===== src/rtl/irq_ctrl_consts.svh =====
// Constants for the interrupt control block: register addresses, bit positions, reset values.
// Assumes inclusion by bare name from rtl/.
`ifndef IRQ_CTRL_CONSTS_SVH
`define IRQ_CTRL_CONSTS_SVH
`define ADDR_INTCTL 4'h0
`define ADDR_CONVCTL 4'h1
`define ADDR_OPTION 4'h2
`define ADDR_PORT 4'h3
`define ADDR_TRIS 4'h4
`define ADDR_STATE 4'h5
`define BIT_PCF 0
`define BIT_EXF 1
`define BIT_TWF 2
`define BIT_PCE 3
`define BIT_EXE 4
`define BIT_TWE 5
`define BIT_CDE 6
`define BIT_GIE 7
`define BIT_CDF 1
`define BIT_EDGE 6
`define RST_INTCTL 8'h00
`define RST_OPTION 8'h40
`define RST_TRIS 4'hf
`define TIMER_TOP 8'hff
`define IRQ_VECTOR 13'h0004
`endif


===== src/rtl/irq_ctrl_pkg.sv =====
// Types shared by the interrupt control block.
// Assumes nothing of its surroundings.
package irq_ctrl_pkg;
  typedef struct packed {
    logic [3:0] addr;
    logic [7:0] wdata;
    logic wr;
    logic rd;
  } bus_req_s;
  typedef struct packed {
    logic timerTick;
    logic [7:0] timerCount;
    logic convDone;
    logic extPin;
    logic [3:0] changePins;
  } events_s;
  typedef struct packed {
    logic irqTake;
    logic retIrq;
    logic sleepEnter;
  } core_s;
  typedef enum logic [1:0] {RUN, SLEEP, WAKE} pwr_e;
  typedef struct packed {
    logic [7:0] intCtl;
    logic convFlag;
    logic [7:0] option;
    logic [3:0] tris;
    logic [3:0] pinLatch;
    logic extPrev;
    logic [7:0] rdata;
    logic wakeVector;
    logic [12:0] vector;
    pwr_e pwr;
  } state_s;
endpackage


===== src/rtl/mcu_interrupt_control.sv =====
// Interrupt logic of a small microcontroller with four event sources and sleep wake-up.
// Assumes the core pulses take, return and sleep strobes in the instruction-cycle clock.
//
// Summary of operation
// - Source flags set on their event whatever the masks or global enable.
// - Return-from-interrupt sets the global enable again.
// - External pin edge rising when edge select is 1, falling when 0.
// - Valid external edge sets ext pin flag, interrupt control bit 1.
// - External pin enable bit 4 at 0 blocks its interrupt.
// - External pin wakes from sleep if its enable was set before sleep.
// - After wake-up, vector taken only when global enable is 1.
// - Timer wrap from ff to 00 sets timer flag, bit 2.
// - Timer enable bit 5 at 0 masks the timer interrupt.
// - Timer interrupt never wakes the device from sleep.
// - Each input change pin compared with its latch every cycle.
// - Mismatches ORed together set port change flag, bit 0.
// - Change pins configured as output take no part in the comparison.
// - Port change interrupt wakes the device from sleep.
// - Port read refreshes latches; cleared port flag then stays clear.
// - Port change enable bit 3 at 0 stops its interrupt.
// - Conversion done sets converter control bit 1, not interrupt control.
// - Conversion enable bit 6 at 0 masks that interrupt.
// - Flags stay set until software clears them.
// - Global enable 1 allows unmasked interrupts, 0 disables all.
// - Accepted interrupt clears global enable and loads vector 0004.
// - Any reset clears the global enable.
//
// Decided for this implementation: the register addresses and the plain strobed port.
`timescale 1ns/1ps
`default_nettype none
`include "irq_ctrl_consts.svh"
module mcu_interrupt_control (
  input wire logic sys_clk,
  input wire logic rst_n,
  input wire logic clkEn,
  input wire irq_ctrl_pkg::bus_req_s busReq,
  output logic [7:0] rdata,
  input wire irq_ctrl_pkg::events_s events,
  input wire irq_ctrl_pkg::core_s core,
  output logic irqRequest,
  output logic wakeUp,
  output logic wakeToVector,
  output logic [12:0] vectorAddr,
  output logic sleeping
);
  import irq_ctrl_pkg::*;

  state_s st_r;
  state_s st_nxt;
  logic rstSafe_n;
  logic [1:0] rstSync_r;
  logic [3:0] mismatch;
  logic extEdge;
  logic timerWrap;
  logic pending;
  logic wakeSrc;

  // ==========================================
  // Reset release
  always_ff @(posedge sys_clk or negedge rst_n) begin
    if (!rst_n) begin
      rstSync_r <= 2'h0;
    end else begin
      rstSync_r <= {rstSync_r[0], 1'b1};
    end
  end
  assign rstSafe_n = rstSync_r[1];

  function automatic logic bitsel(input logic [7:0] v, input int unsigned i);
    bitsel = v[i[2:0]];
  endfunction

  // ==========================================
  // Event detection
  always_comb begin
    // Output-configured pins (tris 0) are excluded from the comparison
    mismatch = (events.changePins ^ st_r.pinLatch) & st_r.tris;
    extEdge = bitsel(st_r.option, `BIT_EDGE) ? (events.extPin & ~st_r.extPrev)
                                             : (~events.extPin & st_r.extPrev);
    // Timer is stopped in sleep, so it cannot wake the device
    timerWrap = events.timerTick && events.timerCount == `TIMER_TOP && st_r.pwr != SLEEP;
    pending = (st_r.intCtl[`BIT_EXF] & st_r.intCtl[`BIT_EXE])
            | (st_r.intCtl[`BIT_TWF] & st_r.intCtl[`BIT_TWE])
            | (st_r.intCtl[`BIT_PCF] & st_r.intCtl[`BIT_PCE])
            | (st_r.convFlag & st_r.intCtl[`BIT_CDE]);
    // Wake uses enables only; the global enable only picks the branch
    wakeSrc = (st_r.intCtl[`BIT_EXF] & st_r.intCtl[`BIT_EXE])
            | (st_r.intCtl[`BIT_PCF] & st_r.intCtl[`BIT_PCE]);
  end

  // ==========================================
  // Next state
  always_comb begin
    st_nxt = st_r;
    st_nxt.rdata = 8'h00;
    st_nxt.wakeVector = 1'b0;
    st_nxt.extPrev = events.extPin;
    if (busReq.wr) begin
      case (busReq.addr)
        `ADDR_INTCTL: st_nxt.intCtl = busReq.wdata;
        `ADDR_CONVCTL: st_nxt.convFlag = busReq.wdata[`BIT_CDF];
        `ADDR_OPTION: st_nxt.option = busReq.wdata;
        `ADDR_TRIS: st_nxt.tris = busReq.wdata[3:0];
        default: ;
      endcase
    end
    if (busReq.rd) begin
      case (busReq.addr)
        `ADDR_INTCTL: st_nxt.rdata = st_r.intCtl;
        `ADDR_CONVCTL: st_nxt.rdata = {6'h00, st_r.convFlag, 1'b0};
        `ADDR_OPTION: st_nxt.rdata = st_r.option;
        `ADDR_PORT: begin
          st_nxt.rdata = {events.changePins, 4'h0};
          st_nxt.pinLatch = events.changePins;
        end
        `ADDR_TRIS: st_nxt.rdata = {4'h0, st_r.tris};
        `ADDR_STATE: st_nxt.rdata = {5'h00, irqRequest, st_r.pwr};
        default: st_nxt.rdata = 8'h00;
      endcase
    end
    if (core.retIrq) begin
      st_nxt.intCtl[`BIT_GIE] = 1'b1;
    end
    if (core.irqTake && irqRequest) begin
      st_nxt.intCtl[`BIT_GIE] = 1'b0;
      st_nxt.vector = `IRQ_VECTOR;
    end
    // Sets follow writes so an event in a clearing cycle survives
    if (extEdge) begin
      st_nxt.intCtl[`BIT_EXF] = 1'b1;
    end
    if (timerWrap) begin
      st_nxt.intCtl[`BIT_TWF] = 1'b1;
    end
    if (|mismatch) begin
      st_nxt.intCtl[`BIT_PCF] = 1'b1;
    end
    if (events.convDone) begin
      st_nxt.convFlag = 1'b1;
    end
    case (st_r.pwr)
      RUN: if (core.sleepEnter) st_nxt.pwr = SLEEP;
      SLEEP: if (wakeSrc) st_nxt.pwr = WAKE;
      WAKE: begin
        st_nxt.pwr = RUN;
        st_nxt.wakeVector = st_r.intCtl[`BIT_GIE];
      end
      default: st_nxt.pwr = RUN;
    endcase
  end

  always_ff @(posedge sys_clk or negedge rstSafe_n) begin
    if (!rstSafe_n) begin
      st_r.intCtl <= `RST_INTCTL;
      st_r.convFlag <= 1'b0;
      st_r.option <= `RST_OPTION;
      st_r.tris <= `RST_TRIS;
      st_r.pinLatch <= 4'h0;
      st_r.extPrev <= 1'b0;
      st_r.rdata <= 8'h00;
      st_r.wakeVector <= 1'b0;
      st_r.vector <= `IRQ_VECTOR;
      st_r.pwr <= RUN;
    end else if (clkEn) begin
      st_r.intCtl <= st_nxt.intCtl;
      st_r.convFlag <= st_nxt.convFlag;
      st_r.option <= st_nxt.option;
      st_r.tris <= st_nxt.tris;
      st_r.pinLatch <= st_nxt.pinLatch;
      st_r.extPrev <= st_nxt.extPrev;
      st_r.rdata <= st_nxt.rdata;
      st_r.wakeVector <= st_nxt.wakeVector;
      st_r.vector <= st_nxt.vector;
      st_r.pwr <= st_nxt.pwr;
    end
  end

  // ==========================================
  // Outputs
  assign irqRequest = st_r.intCtl[`BIT_GIE] & pending;
  assign rdata = st_r.rdata;
  assign wakeUp = st_r.pwr == WAKE;
  assign wakeToVector = st_r.wakeVector;
  assign vectorAddr = st_r.vector;
  assign sleeping = st_r.pwr == SLEEP;
endmodule
`default_nettype wire


===== config.mk =====
export PLATFORM = sky130hd
export DESIGN_NAME = mcu_interrupt_control
export DESIGN_NICKNAME = d
export VERILOG_FILES = /design/src/rtl/irq_ctrl_pkg.sv /design/src/rtl/mcu_interrupt_control.sv
export VERILOG_INCLUDE_DIRS = /design/src /design/src/rtl
export SDC_FILE = /design/constraint.sdc
export NUM_CORES = 1
export LEC_CHECK = 0
export ABC_CLOCK_PERIOD_IN_PS = 1070
export BUFFER_PORTS_ARGS = -buffer_cell sky130_fd_sc_hd__buf_4
export CORE_UTILIZATION = 45
export DETAILED_ROUTE_END_ITERATION = 6
export GPL_ROUTABILITY_DRIVEN = 1
export MAX_ROUTING_LAYER = met4
export PLACE_DENSITY = 0.79
export SETUP_SLACK_MARGIN = 0.02
export SYNTH_ARGS = -nofsm -noshare
export SYNTH_HDL_FRONTEND = slang
export SYNTH_SLANG_ARGS = --single-unit
export TNS_END_PERCENT = 100

===== constraint.sdc =====
create_clock -name sys_clk -period 1.07 [get_ports sys_clk]
set_input_delay 0.1605 -clock sys_clk [delete_from_list [all_inputs] [get_ports sys_clk]]
set_output_delay 0.1605 -clock sys_clk [all_outputs]
set_load 0.01 [all_outputs]

After elaboration in Yosys (flattened, before gate mapping):

Cells that the tools add are included.

* $add $sub $neg: 0
* multiply operators: 0
* div/mod/pow operators: 0
* order comparisons: 0
* equal/unequal tests: 11
* shift-type cells: 0
* mux-type cells: 18
* bitwise gates (word level): 15
* reduce and logical (&&, ||, !) cells: 26

Operators by type and width (number)
* case mux 8 bit (6 select lines): 1
* AND reduction 3 bit: 10
* 2-to-1 mux 8 bit: 3
* 2-to-1 mux 21 bit: 1
* nonzero test 2 bit: 8
* 2-to-1 mux 1 bit: 9
* equality test 4 x 2 -> 1 bit (second input constant): 2
* equality test 4 x 3 -> 1 bit (second input constant): 2
* equality test 8 bit (second input constant): 1
* AND 1 bit: 7
* nonzero test 3 bit: 2
* AND 4 bit: 1
* equality test 4 x 1 -> 1 bit (second input constant): 1
* zero test 4 bit: 1
* 2-to-1 mux 2 bit: 2
* 2-to-1 mux 4 bit: 1
* != test 2 x 1 -> 1 bit (second input constant): 2
* bitwise OR 1 bit: 4
* case mux 2 bit (2 select lines): 1
* OR reduction 4 bit: 1
* XOR 4 bit: 1
* logical AND 1 bit: 3
* equality test 2 x 1 -> 1 bit (second input constant): 1
* equality test 2 bit (second input constant): 1
* 3 further kinds: 4

* register bits: 39
* latch bits: 0
* memory bits (writable): 0
* memory bits (read-only): 0
* word-level logic and storage cells: 84
* memories kept: 0

Logic depth before layout (Yosys ltp):

Gate-level depths: netlist of run 1.

* depth in word-level cells: 8
* mapped depth: 6
* depth with buffers taken out: 4

Worst setup path before layout of run 1:

Ideal clock, no wire load.

* kind: input to register
* from: in busReq[11] in the netlist's numbering
* to: reg st_r[29] in the netlist's numbering
* setup time: 0.082 ns
* arrival time: 1.243 ns
* path slack: -0.255 ns
* stages: 5
* path buffers: 1
* cells stage by stage: buf_2 nor2_1 nand3_1 nor3b_2 mux2_2

* cells in the longest elaborated chain, start to end: 2

RTL lines
* start, declared: line mcu_interrupt_control.sv:36 `input wire irq_ctrl_pkg::bus_req_s busReq,`
* equality test 4 x 3 -> 1 bit: line mcu_interrupt_control.sv:99 `case (busReq.addr)`
* AND reduction 3 bit (no source line)
* end, declared: line mcu_interrupt_control.sv:48 `state_s st_r;`

No other way between the ends.
A chain may end at the register's enable or synchronous reset.

Final worst setup path of run 1:

* from: reg st_r[46] in the netlist's numbering
* to: out irqRequest

* cells in the longest elaborated chain, start to end: 5

RTL lines
* AND 1 bit: line mcu_interrupt_control.sv:82 `` pending = (st_r.intCtl[`BIT_EXF] & st_r.intCtl[`BIT_EXE]) ``
* bitwise OR 1 bit (3 in series): line mcu_interrupt_control.sv:82
* AND 1 bit: line mcu_interrupt_control.sv:180 `` assign irqRequest = st_r.intCtl[`BIT_GIE] & pending; ``
* end, declared: line mcu_interrupt_control.sv:40 `output logic irqRequest,`

No other way between the ends.

==> results.json, run 1 <==
{
  "num_antenna_cells": 0,
  "synthCells": 190,
  "r2r-end": "rdata[2]",
  "start_util_pct": 47.5,
  "clk_latency_ps": 290,
  "synth.most_common_cell": "dfrtp_1",
  "critPathKind": "flip-flop to primary output",
  "slew_viol_final": 0,
  "synth.avg_cell_area_um2": 11.1,
  "swShare_pct": 29.6,
  "cts_tree": "yes",
  "clk_path_buf_depth": 2,
  "cap_violations": 0,
  "overflow": 0,
  "netSwitchingPower_mw": 1.34,
  "fin_area_um2": 3020,
  "critPathLaunchType": "flip-flop",
  "r2r_start": "st_r[46]",
  "wl_met2_um": 2680,
  "p_clk_share_pct": 21.1,
  "required_ps": 910,
  "worstPathMaxFanout": 2,
  "rsz0062_at_grt": "yes",
  "setup_tns_ps": -1270,
  "period_needed_ps": 1370,
  "fin_crit_sh_pct": 128,
  "top_layer_used": "met4",
  "synthTopCellsByCount": "dfrtp_1 (34), buf_4 (21), mux2_2 (14), nand2_1 (10), nor2_1 (10)",
  "status": "complete, but fails checks",
  "drive_gt1_share_pct": 54.9,
  "num_vias": 1690,
  "internal_power_mw": 3.18,
  "ant_nets": 0,
  "startpoint": "st_r[46]",
  "clk_root_buffer_cell": "clkbuf_8",
  "end_kind": "primary output",
  "clock-sinks": 39,
  "p_per_area_nw_per_um2": 1500,
  "numCtsBuffers": 5,
  "dr.pass1.iters": 6,
  "h-tree-depth": 2,
  "antenna_found_initial": 0,
  "synth_top_area_share_pct": 40.3,
  "crit_arrival_ps": 1210,
  "fmax_ghz": 0.731,
  "yosys.area.top_type": "dfrtp_1",
  "fp.dieW_um": 70.5,
  "fin_ws_ps": -298,
  "hold_depth": 2,
  "grt_max_degree": 18,
  "synth.distinct_cells": 40,
  "dominantRegCellSynth": "dfrtp_1",
  "worstHoldEndpoint": "st_r[39]",
  "seqPwrFrac_pct": 43.3,
  "ys_warn_count": 0,
  "finalWeightedCongestion": 0.841,
  "design.die.area_um2": 4970,
  "synth-seq-cells": 39,
  "reg2reg_depth": 4,
  "viasPerCell": 5.17,
  "ys_seq_area_share_pct": 46.6,
  "synth_edf_count": 0,
  "path_clk_slew_ps": 70,
  "filler_cell_count": 350,
  "grtUsageTotal_pct": 23.0,
  "skew_ps": 4.89,
  "wl_met1_um": 2140,
  "area_growth_pct": 43.1,
  "coreArea_um2": 4440,
  "worstHoldStart": "busReq[8]",
  "rows": 24,
  "fin_nets": 309,
  "drt_iter0_markers": 96,
  "post_dp_cell_area_um2": 2710,
  "die_y_um": 70.5,
  "portBuffers": 46,
  "fin_total_pwr_mw": 4.53,
  "p_comb_share_pct": 35.5,
  "violations": "DRC, setup timing",
  "syn_area_um2": 2110,
  "setup_violations": 17,
  "drc": 10,
  "wirelength_um": 5180,
  "grt_pass1_vias": 1707,
  "place_ws_ps": -403,
  "synthTopCellsByArea": "dfrtp_1 (40%), buf_4 (7.5%), mux2_2 (7.5%)",
  "hold_path_class": "input pin to flip-flop",
  "hpwlAfterDp_um": 3960,
  "p_leak_nw": 1.44,
  "hold_viol_final": 0,
  "grt_pass1_wl_um": 8350,
  "ir_worst_vdd_mv": 0.949,
  "wl_per_cell_um": 15.9,
  "dr_wl_met3_um": 287,
  "io_pins": 60,
  "async_flop_share_pct": 100,
  "ff2ff_setup_slack_ps": -250
}
-- registers in the layout, indices dropped and copies added, names as in the netlist --
name,flops
rdata,8
rstSync_r,2
st_r,28
wakeToVector,1
-- worst max-delay path by stage --
stage / endpoint / slack (ps) / cells past startpoint
floorplan: st_r[33] / -220 / 5
global placement: st_r[33] / -390 / 6
detailed placement: st_r[35] / -400 / 6
CTS: irqRequest / -280 / 3
global route: irqRequest / -340 / 3
finish: irqRequest / -300 / 3
-- cell usage in the layout, fill, tap and decap left out, drive strengths merged, types with 2 or more instances in the layout --
master	instances
dfstp	5
dfrtp	34
o2bb2ai	6
nor2	11
inv	3
a22oi	2
a31oi	5
conb	14
nor3b	2
nand2	10
clkbuf	8
xor2	4
mux2	22
a22o	2
nor4	2
mux2i	9
a21oi	8
buf	92
a221o	2
nand4	3
nand3	6
o21ai	6
nor2b	7
-- layout make-up --
type / instances / area, um^2 / area share [%]
timing repair buffer: 93 / 766 / 25.4
tap: 52 / 65.1 / 2.16
sequential: 39 / 985 / 32.6
multi-input combinational: 131 / 1110 / 36.7
inverter: 4 / 15.0 / 0.498
clock buffer: 8 / 80.1 / 2.65
-- stage by stage --
step | hold slack [ps] | std cells | utilization, %
after global routing | 103 | 327 | 67.9
final | 114 | 327 | 67.9
after detailed placement | -56.1 | 309 | 61.0
after floorplan | -135 | 202 | -
after global placement | -56.2 | 309 | 61.0
after CTS | 109 | 325 | 66.4
-- critical path, cell delays in order, from the launching register on --
cell and delay, ps:
dfrtp_1 400, a22oi_2 270, a21boi_2 100, buf_4 160
-- power by group through the flow --
stage / clock, mW / combinational, mW / sequential, mW
2_1_floorplan: 0 / 0.698 / 1.93
3_3_place_gp: 0 / 1.23 / 1.94
3_5_place_dp: 0 / 1.27 / 1.95
4_1_cts: 0.965 / 1.52 / 1.95
5_1_grt: 1.05 / 1.73 / 1.99
6_report: 0.957 / 1.61 / 1.96
-- kinds of logic after synthesis --
kind of cell / Yosys count / share of synthesized area [%]
simple gates: 44 / 11.3
flops: 39 / 46.6
compound gates: 38 / 12.6
buf+inv: 32 / 10.1
mux: 31 / 17.4
xor+xnor: 4 / 1.66
other cells: 2 / 0.356
-- routing by layer --
layer | global-route usage, % | vias up
met5 | - | -
met4 | 6.12 | 0
met3 | 5.48 | 9
met2 | 39.5 | 63
met1 | 27.2 | 808
li1 | - | 810
-- timing repair --
action / 4_1_cts / 5_1_grt
hold endpoints to repair: 2 / 0
setup endpoints to repair: 22 / 28
setup buffers: 8 / 5
gates resized for setup: 26 / 12
hold buffers: 1 / 0
pin swaps: 15 / 12
Power figures use the tool's default switching activity.
==> run 2, diff against run 1 <==
ABC_CLOCK_PERIOD_IN_PS = 1630   (was 1070)
PLACE_DENSITY = 0.77   (was 0.79)
SKIP_LAST_GASP = 1   (was unset)
clock period = 1.63 ns   (was 1.07 ns; I/O delays follow)
==> run 2 against run 1 <==
  * The run ends with DRC left
  * Largest cell class is now registers
  * Clock skew increased by 2.4 ps
  * Hold slack improved by 48 ps
  * Critical path type unchanged
  * Final cell count fell by 10%
  * First-iteration DRC count rose by 40%
  * Clock power fell by 38%
==> results.json, run 2 (same netlist as run 1, synthesis figures left out) <==
{
  "h-tree-depth": 2,
  "startpoint": "st_r[43]",
  "path_clk_slew_ps": 70,
  "p_leak_nw": 1.23,
  "skew_ps": 7.33,
  "crit_arrival_ps": 1260,
  "ir_worst_vdd_mv": 0.499,
  "status": "complete, but fails checks",
  "wl_met1_um": 1960,
  "coreArea_um2": 4440,
  "design.die.area_um2": 4970,
  "r2r_start": "st_r[43]",
  "clk_latency_ps": 290,
  "dr.pass1.iters": 6,
  "ant_nets": 0,
  "largest_reg_flops": 28,
  "area_growth_pct": 21.9,
  "setup_violations": 0,
  "fp.dieW_um": 70.5,
  "grt_pass1_vias": 1453,
  "wl_per_cell_um": 15.4,
  "slowest_delay_ps": 420,
  "io_pins": 60,
  "cts_tree": "yes",
  "drive_gt1_share_pct": 40.2,
  "mostFrequentLayoutCells": "buf_4 (58), dfrtp_1 (34), mux2_2 (14), conb_1 (14)",
  "path_cells": "a22oi_2, a21boi_2, buf_4",
  "start_util_pct": 47.5,
  "hold_path_class": "flip-flop to asynchronous set/reset pin",
  "setup_tns_ps": 0,
  "end_kind": "primary output",
  "drc": 15,
  "regMostFlops": "st_r",
  "clk_path_buf_depth": 2,
  "wirelength_um": 4520,
  "grt_pass1_wl_um": 7120,
  "cap_violations": 0,
  "finalWeightedCongestion": 0.803,
  "rows": 24,
  "top_regs": "st_r (28), rdata (8), rstSync_r (2)",
  "violations": "DRC",
  "hold_viol_final": 0,
  "fin_nets": 276,
  "wl_met2_um": 2250,
  "p_per_area_nw_per_um2": 982,
  "grt_max_degree": 30,
  "antenna_found_initial": 0,
  "die_y_um": 70.5,
  "worstSetupEndpoint": "irqRequest",
  "fmax_ghz": 0.667,
  "critPathLaunchType": "flip-flop",
  "viasPerCell": 5.36,
  "clk_root_buffer_cell": "clkbuf_8",
  "worstPathMaxFanout": 3,
  "num_vias": 1570,
  "rsz0062_at_grt": "no",
  "dr_wl_met3_um": 269,
  "grtUsageTotal_pct": 20.1,
  "fin_crit_sh_pct": 92.0,
  "numCtsBuffers": 5,
  "portBuffers": 46,
  "slew_viol_final": 0,
  "drt_iter0_markers": 134,
  "final_core_util_pct": 57.9,
  "ff2ff_setup_slack_ps": 380,
  "required_ps": 1390,
  "clock-sinks": 39,
  "cp_slowest_cell": "dfrtp_1",
  "num_antenna_cells": 0,
  "r2r-end": "rdata[2]",
  "hpwlAfterDp_um": 3500,
  "final_common_cell": "buf_4",
  "overflow": 0,
  "reg2reg_depth": 3,
  "top_layer_used": "met4",
  "critPathKind": "flip-flop to primary output",
  "period_needed_ps": 1500
}
-- run 2: changes by cell type in the layout (fill, tap and decap cells not counted), sizes merged --
cell / change
buf: -33
clkbuf: -1
-- run 2: power by group --
part / total [mW] / leakage, nW / internal (mW) / switching [mW]
clock network: 0.598 / 0.0383 / 0.294 / 0.304
logic: 0.642 / 0.709 / 0.367 / 0.275
registers: 1.29 / 0.478 / 1.14 / 0.146
total: 2.53 / 1.23 / 1.80 / 0.726
-- run 2: metrics by stage --
stage          power, mW  setup slack (ps)  hold WS (ps)  std cells  area [um^2]
2_1_floorplan       1.68               221         -51.1        202         2150
6_report            2.53               130           162        293         2570
4_1_cts             2.56              35.1           177        293         2570
3_5_place_dp        1.93              32.9          27.1        285         2480
3_3_place_gp        1.91              77.3          27.2        285         2480
5_1_grt             2.68              71.4           184        293         2570
-- run 2: final cells by class --
type	count	area (um^2)
Timing Repair Buffer	60	465
Tap cell	52	65.1
Multi-Input combinational cell	131	968
Fill cell	391	1870
Sequential cell	39	982
Clock buffer	7	76.3
Inverter	4	15.0
-- run 2: layer usage --
metal | track usage [%] | up-vias
li1 | - | 749
met3 | 4.76 | 4
met2 | 32.4 | 56
met5 | - | -
met4 | 8.16 | 0
met1 | 24.4 | 761
-- run 2: worst min path at each step --
stage	start	endpoint	slack, ps	cells past startpoint
after floorplan	rst_n	rstSync_r[0]	-50	0
after global placement	rst_n	rstSync_r[0]	30	1
after detailed placement	rst_n	rstSync_r[1]	30	1
after CTS	rstSync_r[1]	rdata[5]	180	0
after global routing	busReq[8]	st_r[48]	180	2
final	rstSync_r[1]	rdata[5]	160	0
-- run 2: critical path, delay by kind of cell (launching register included) --
kind                   cells  cell delay, ps
flip-flops                 1             420
AO/OA/AOI/OAI              2             380
buffers and inverters      1             160
-- run 2: what timing repair did --
action | 4_1_cts | 5_1_grt
gates cloned | 0 | 0
hold buffers | 1 | 0
endpoints found under the setup margin | 1 | 1
pin swaps | 0 | 0
endpoints found under the hold margin | 2 | 0
gates resized for setup | 2 | 1
setup buffers | 0 | 0
==> run 3, diff against run 2 <==
REMOVE_ABC_BUFFERS = 1   (was unset)
==> run 3 against run 2 <==
  * The flow still finishes with violations (DRC)
  * Hold slack improved by 0.58 ps
  * Global-route usage hardly changed
  * Maximum frequency grew 0.34%
  * Clock power up 40%
  * Non-clock buffer count did not move
  * Critical endpoint unchanged
  * Sequential power about the same
  * Register-to-register slack gained 20 ps
  * Sequential share of layout area down 0.60 points
  * Count of clock-buffer cells in the layout down 1
  * Highest routed layer unchanged
  * Largest cell class unchanged
  * Total power rose by 9.4%
==> results.json, run 3 (same netlist as run 1, synthesis figures left out) <==
{
  "final_common_cell": "buf_4",
  "ant_nets": 0,
  "path_delay_family": "flip-flops",
  "status": "complete, but fails checks",
  "worst-path-buf-inv": 1,
  "slew_viol_final": 0,
  "cp_slowest_cell": "dfrtp_1",
  "critPathKind": "flip-flop to primary output",
  "p_leak_nw": 1.25,
  "io_pins": 60,
  "reg2reg_depth": 3,
  "mostFrequentLayoutCells": "buf_4 (58), dfrtp_1 (34), mux2_2 (14), conb_1 (14)",
  "clk_path_buf_depth": 2,
  "ir_worst_vdd_mv": 0.460,
  "worstPathMaxFanout": 3,
  "h-tree-depth": 2,
  "filler_cell_count": 387,
  "setup_violations": 0,
  "hold_path_class": "flip-flop to asynchronous set/reset pin",
  "fin_crit_sh_pct": 91.7,
  "numCtsBuffers": 5,
  "drive_gt1_share_pct": 41.3,
  "hold_viol_final": 0,
  "hold_ws_ps": 162,
  "crit_arrival_ps": 1250,
  "area_growth_pct": 23.9,
  "cts_setup_buffers": 0,
  "viasPerCell": 5.28,
  "grt_max_degree": 30,
  "wirelength_um": 4510,
  "setup_tns_ps": 0,
  "antenna_found_initial": 0,
  "clk_root_buffer_cell": "clkbuf_8",
  "cts_tree": "yes",
  "period_needed_ps": 1500,
  "grt_pass1_vias": 1502,
  "num_vias": 1553,
  "rows": 24,
  "grtUsageTotal_pct": 20.1,
  "path_clk_slew_ps": 80,
  "fin_total_pwr_mw": 2.77,
  "path_depth": 3,
  "required_ps": 1390,
  "start_util_pct": 47.5,
  "dr.pass1.iters": 6,
  "fmax_ghz": 0.669,
  "rsz0062_at_grt": "no",
  "finalWeightedCongestion": 0.909,
  "regMostFlops": "st_r",
  "die_y_um": 70.5,
  "drt_iter0_markers": 99,
  "design.die.area_um2": 4970,
  "post_dp_cell_area_um2": 2480,
  "path_cells": "a22oi_1, a21boi_2, buf_4",
  "clock-sinks": 39,
  "end_kind": "primary output",
  "skew_ps": 5.88,
  "wl_per_cell_um": 15.3,
  "slowest_delay_ps": 430,
  "num_antenna_cells": 0,
  "portBuffers": 46,
  "top_regs": "st_r (28), rdata (8), rstSync_r (2)",
  "coreArea_um2": 4440,
  "violations": "DRC",
  "hpwlAfterDp_um": 3420,
  "drc": 10,
  "critPathLaunchType": "flip-flop",
  "overflow": 0,
  "fp.dieW_um": 70.5,
  "largest_reg_flops": 28,
  "fin_area_um2": 2610,
  "cap_violations": 0,
  "grt_pass1_wl_um": 7330,
  "clk_latency_ps": 290,
  "fin_nets": 276,
  "p_per_area_nw_per_um2": 1060
}
==> run 3: cell count changes in the layout (fill, tap and decap cells not counted) <==
| cell | previous run | this run |
|---|---|---|
| bufinv_16 | 0 | 1 |
| clkbuf_1 | 2 | 0 |
| clkbuf_8 | 5 | 6 |
| clkinv_2 | 0 | 1 |
==> run 3: layout make-up <==
class | count | area, um^2 | area share [%]
clock buffers | 6 | 82.6 | 3.16
clock inverters | 2 | 35.0 | 1.34
inverters | 4 | 15.0 | 0.574
multi-input cells | 131 | 968 | 37.1
flip-flops and latches | 39 | 982 | 37.6
well taps | 52 | 65.1 | 2.49
repair buffers | 60 | 465 | 17.8
==> run 3: per-layer routing <==
layer  wire length, um  part of all wire (%)  track usage [%]
met1              2110                    47             27.4
met2              2030                    45             29.1
met3               291                   6.5             3.75
met4                78                   1.7             9.30
met5                 0                     0                -
==> run 3: metrics by stage <==
stage	std cells	util [%]	setup slack [ps]
final	294	58.8	135
after floorplan	174	-	150
after CTS	294	58.7	38.4
after global placement	285	55.7	63.0
after detailed placement	285	55.7	35.1
after global routing	294	58.8	76.0
==> run 3: what timing repair did <==
action	CTS	global route
resized for setup	2	1
hold buffers	1	0
endpoints found under the hold margin	2	0
pin swaps	0	0
endpoints found under the setup margin	1	1
==> run 3: power by group <==
part           switching, mW  leakage [nW]  internal, mW
Sequential             0.145         0.478          1.14
Clock                  0.339        0.0612         0.495
Combinational          0.278         0.710         0.368
==> run 3: final timing paths <==
| path | startpoint | to | slack [ps] |
|---|---|---|---|
| worst max register to register | st_r[44] | rdata[2] | 400 |
| worst max-delay path | st_r[44] | irqRequest | 130 |
| worst min register to register | rstSync_r[1] | rdata[6] | 160 |
| min in group sys_clk | busReq[6] | st_r[37] | 190 |
| worst min-delay path | rstSync_r[1] | rdata[6] | 160 |
| max in group asynchronous | rstSync_r[1] | st_r[32] | 910 |
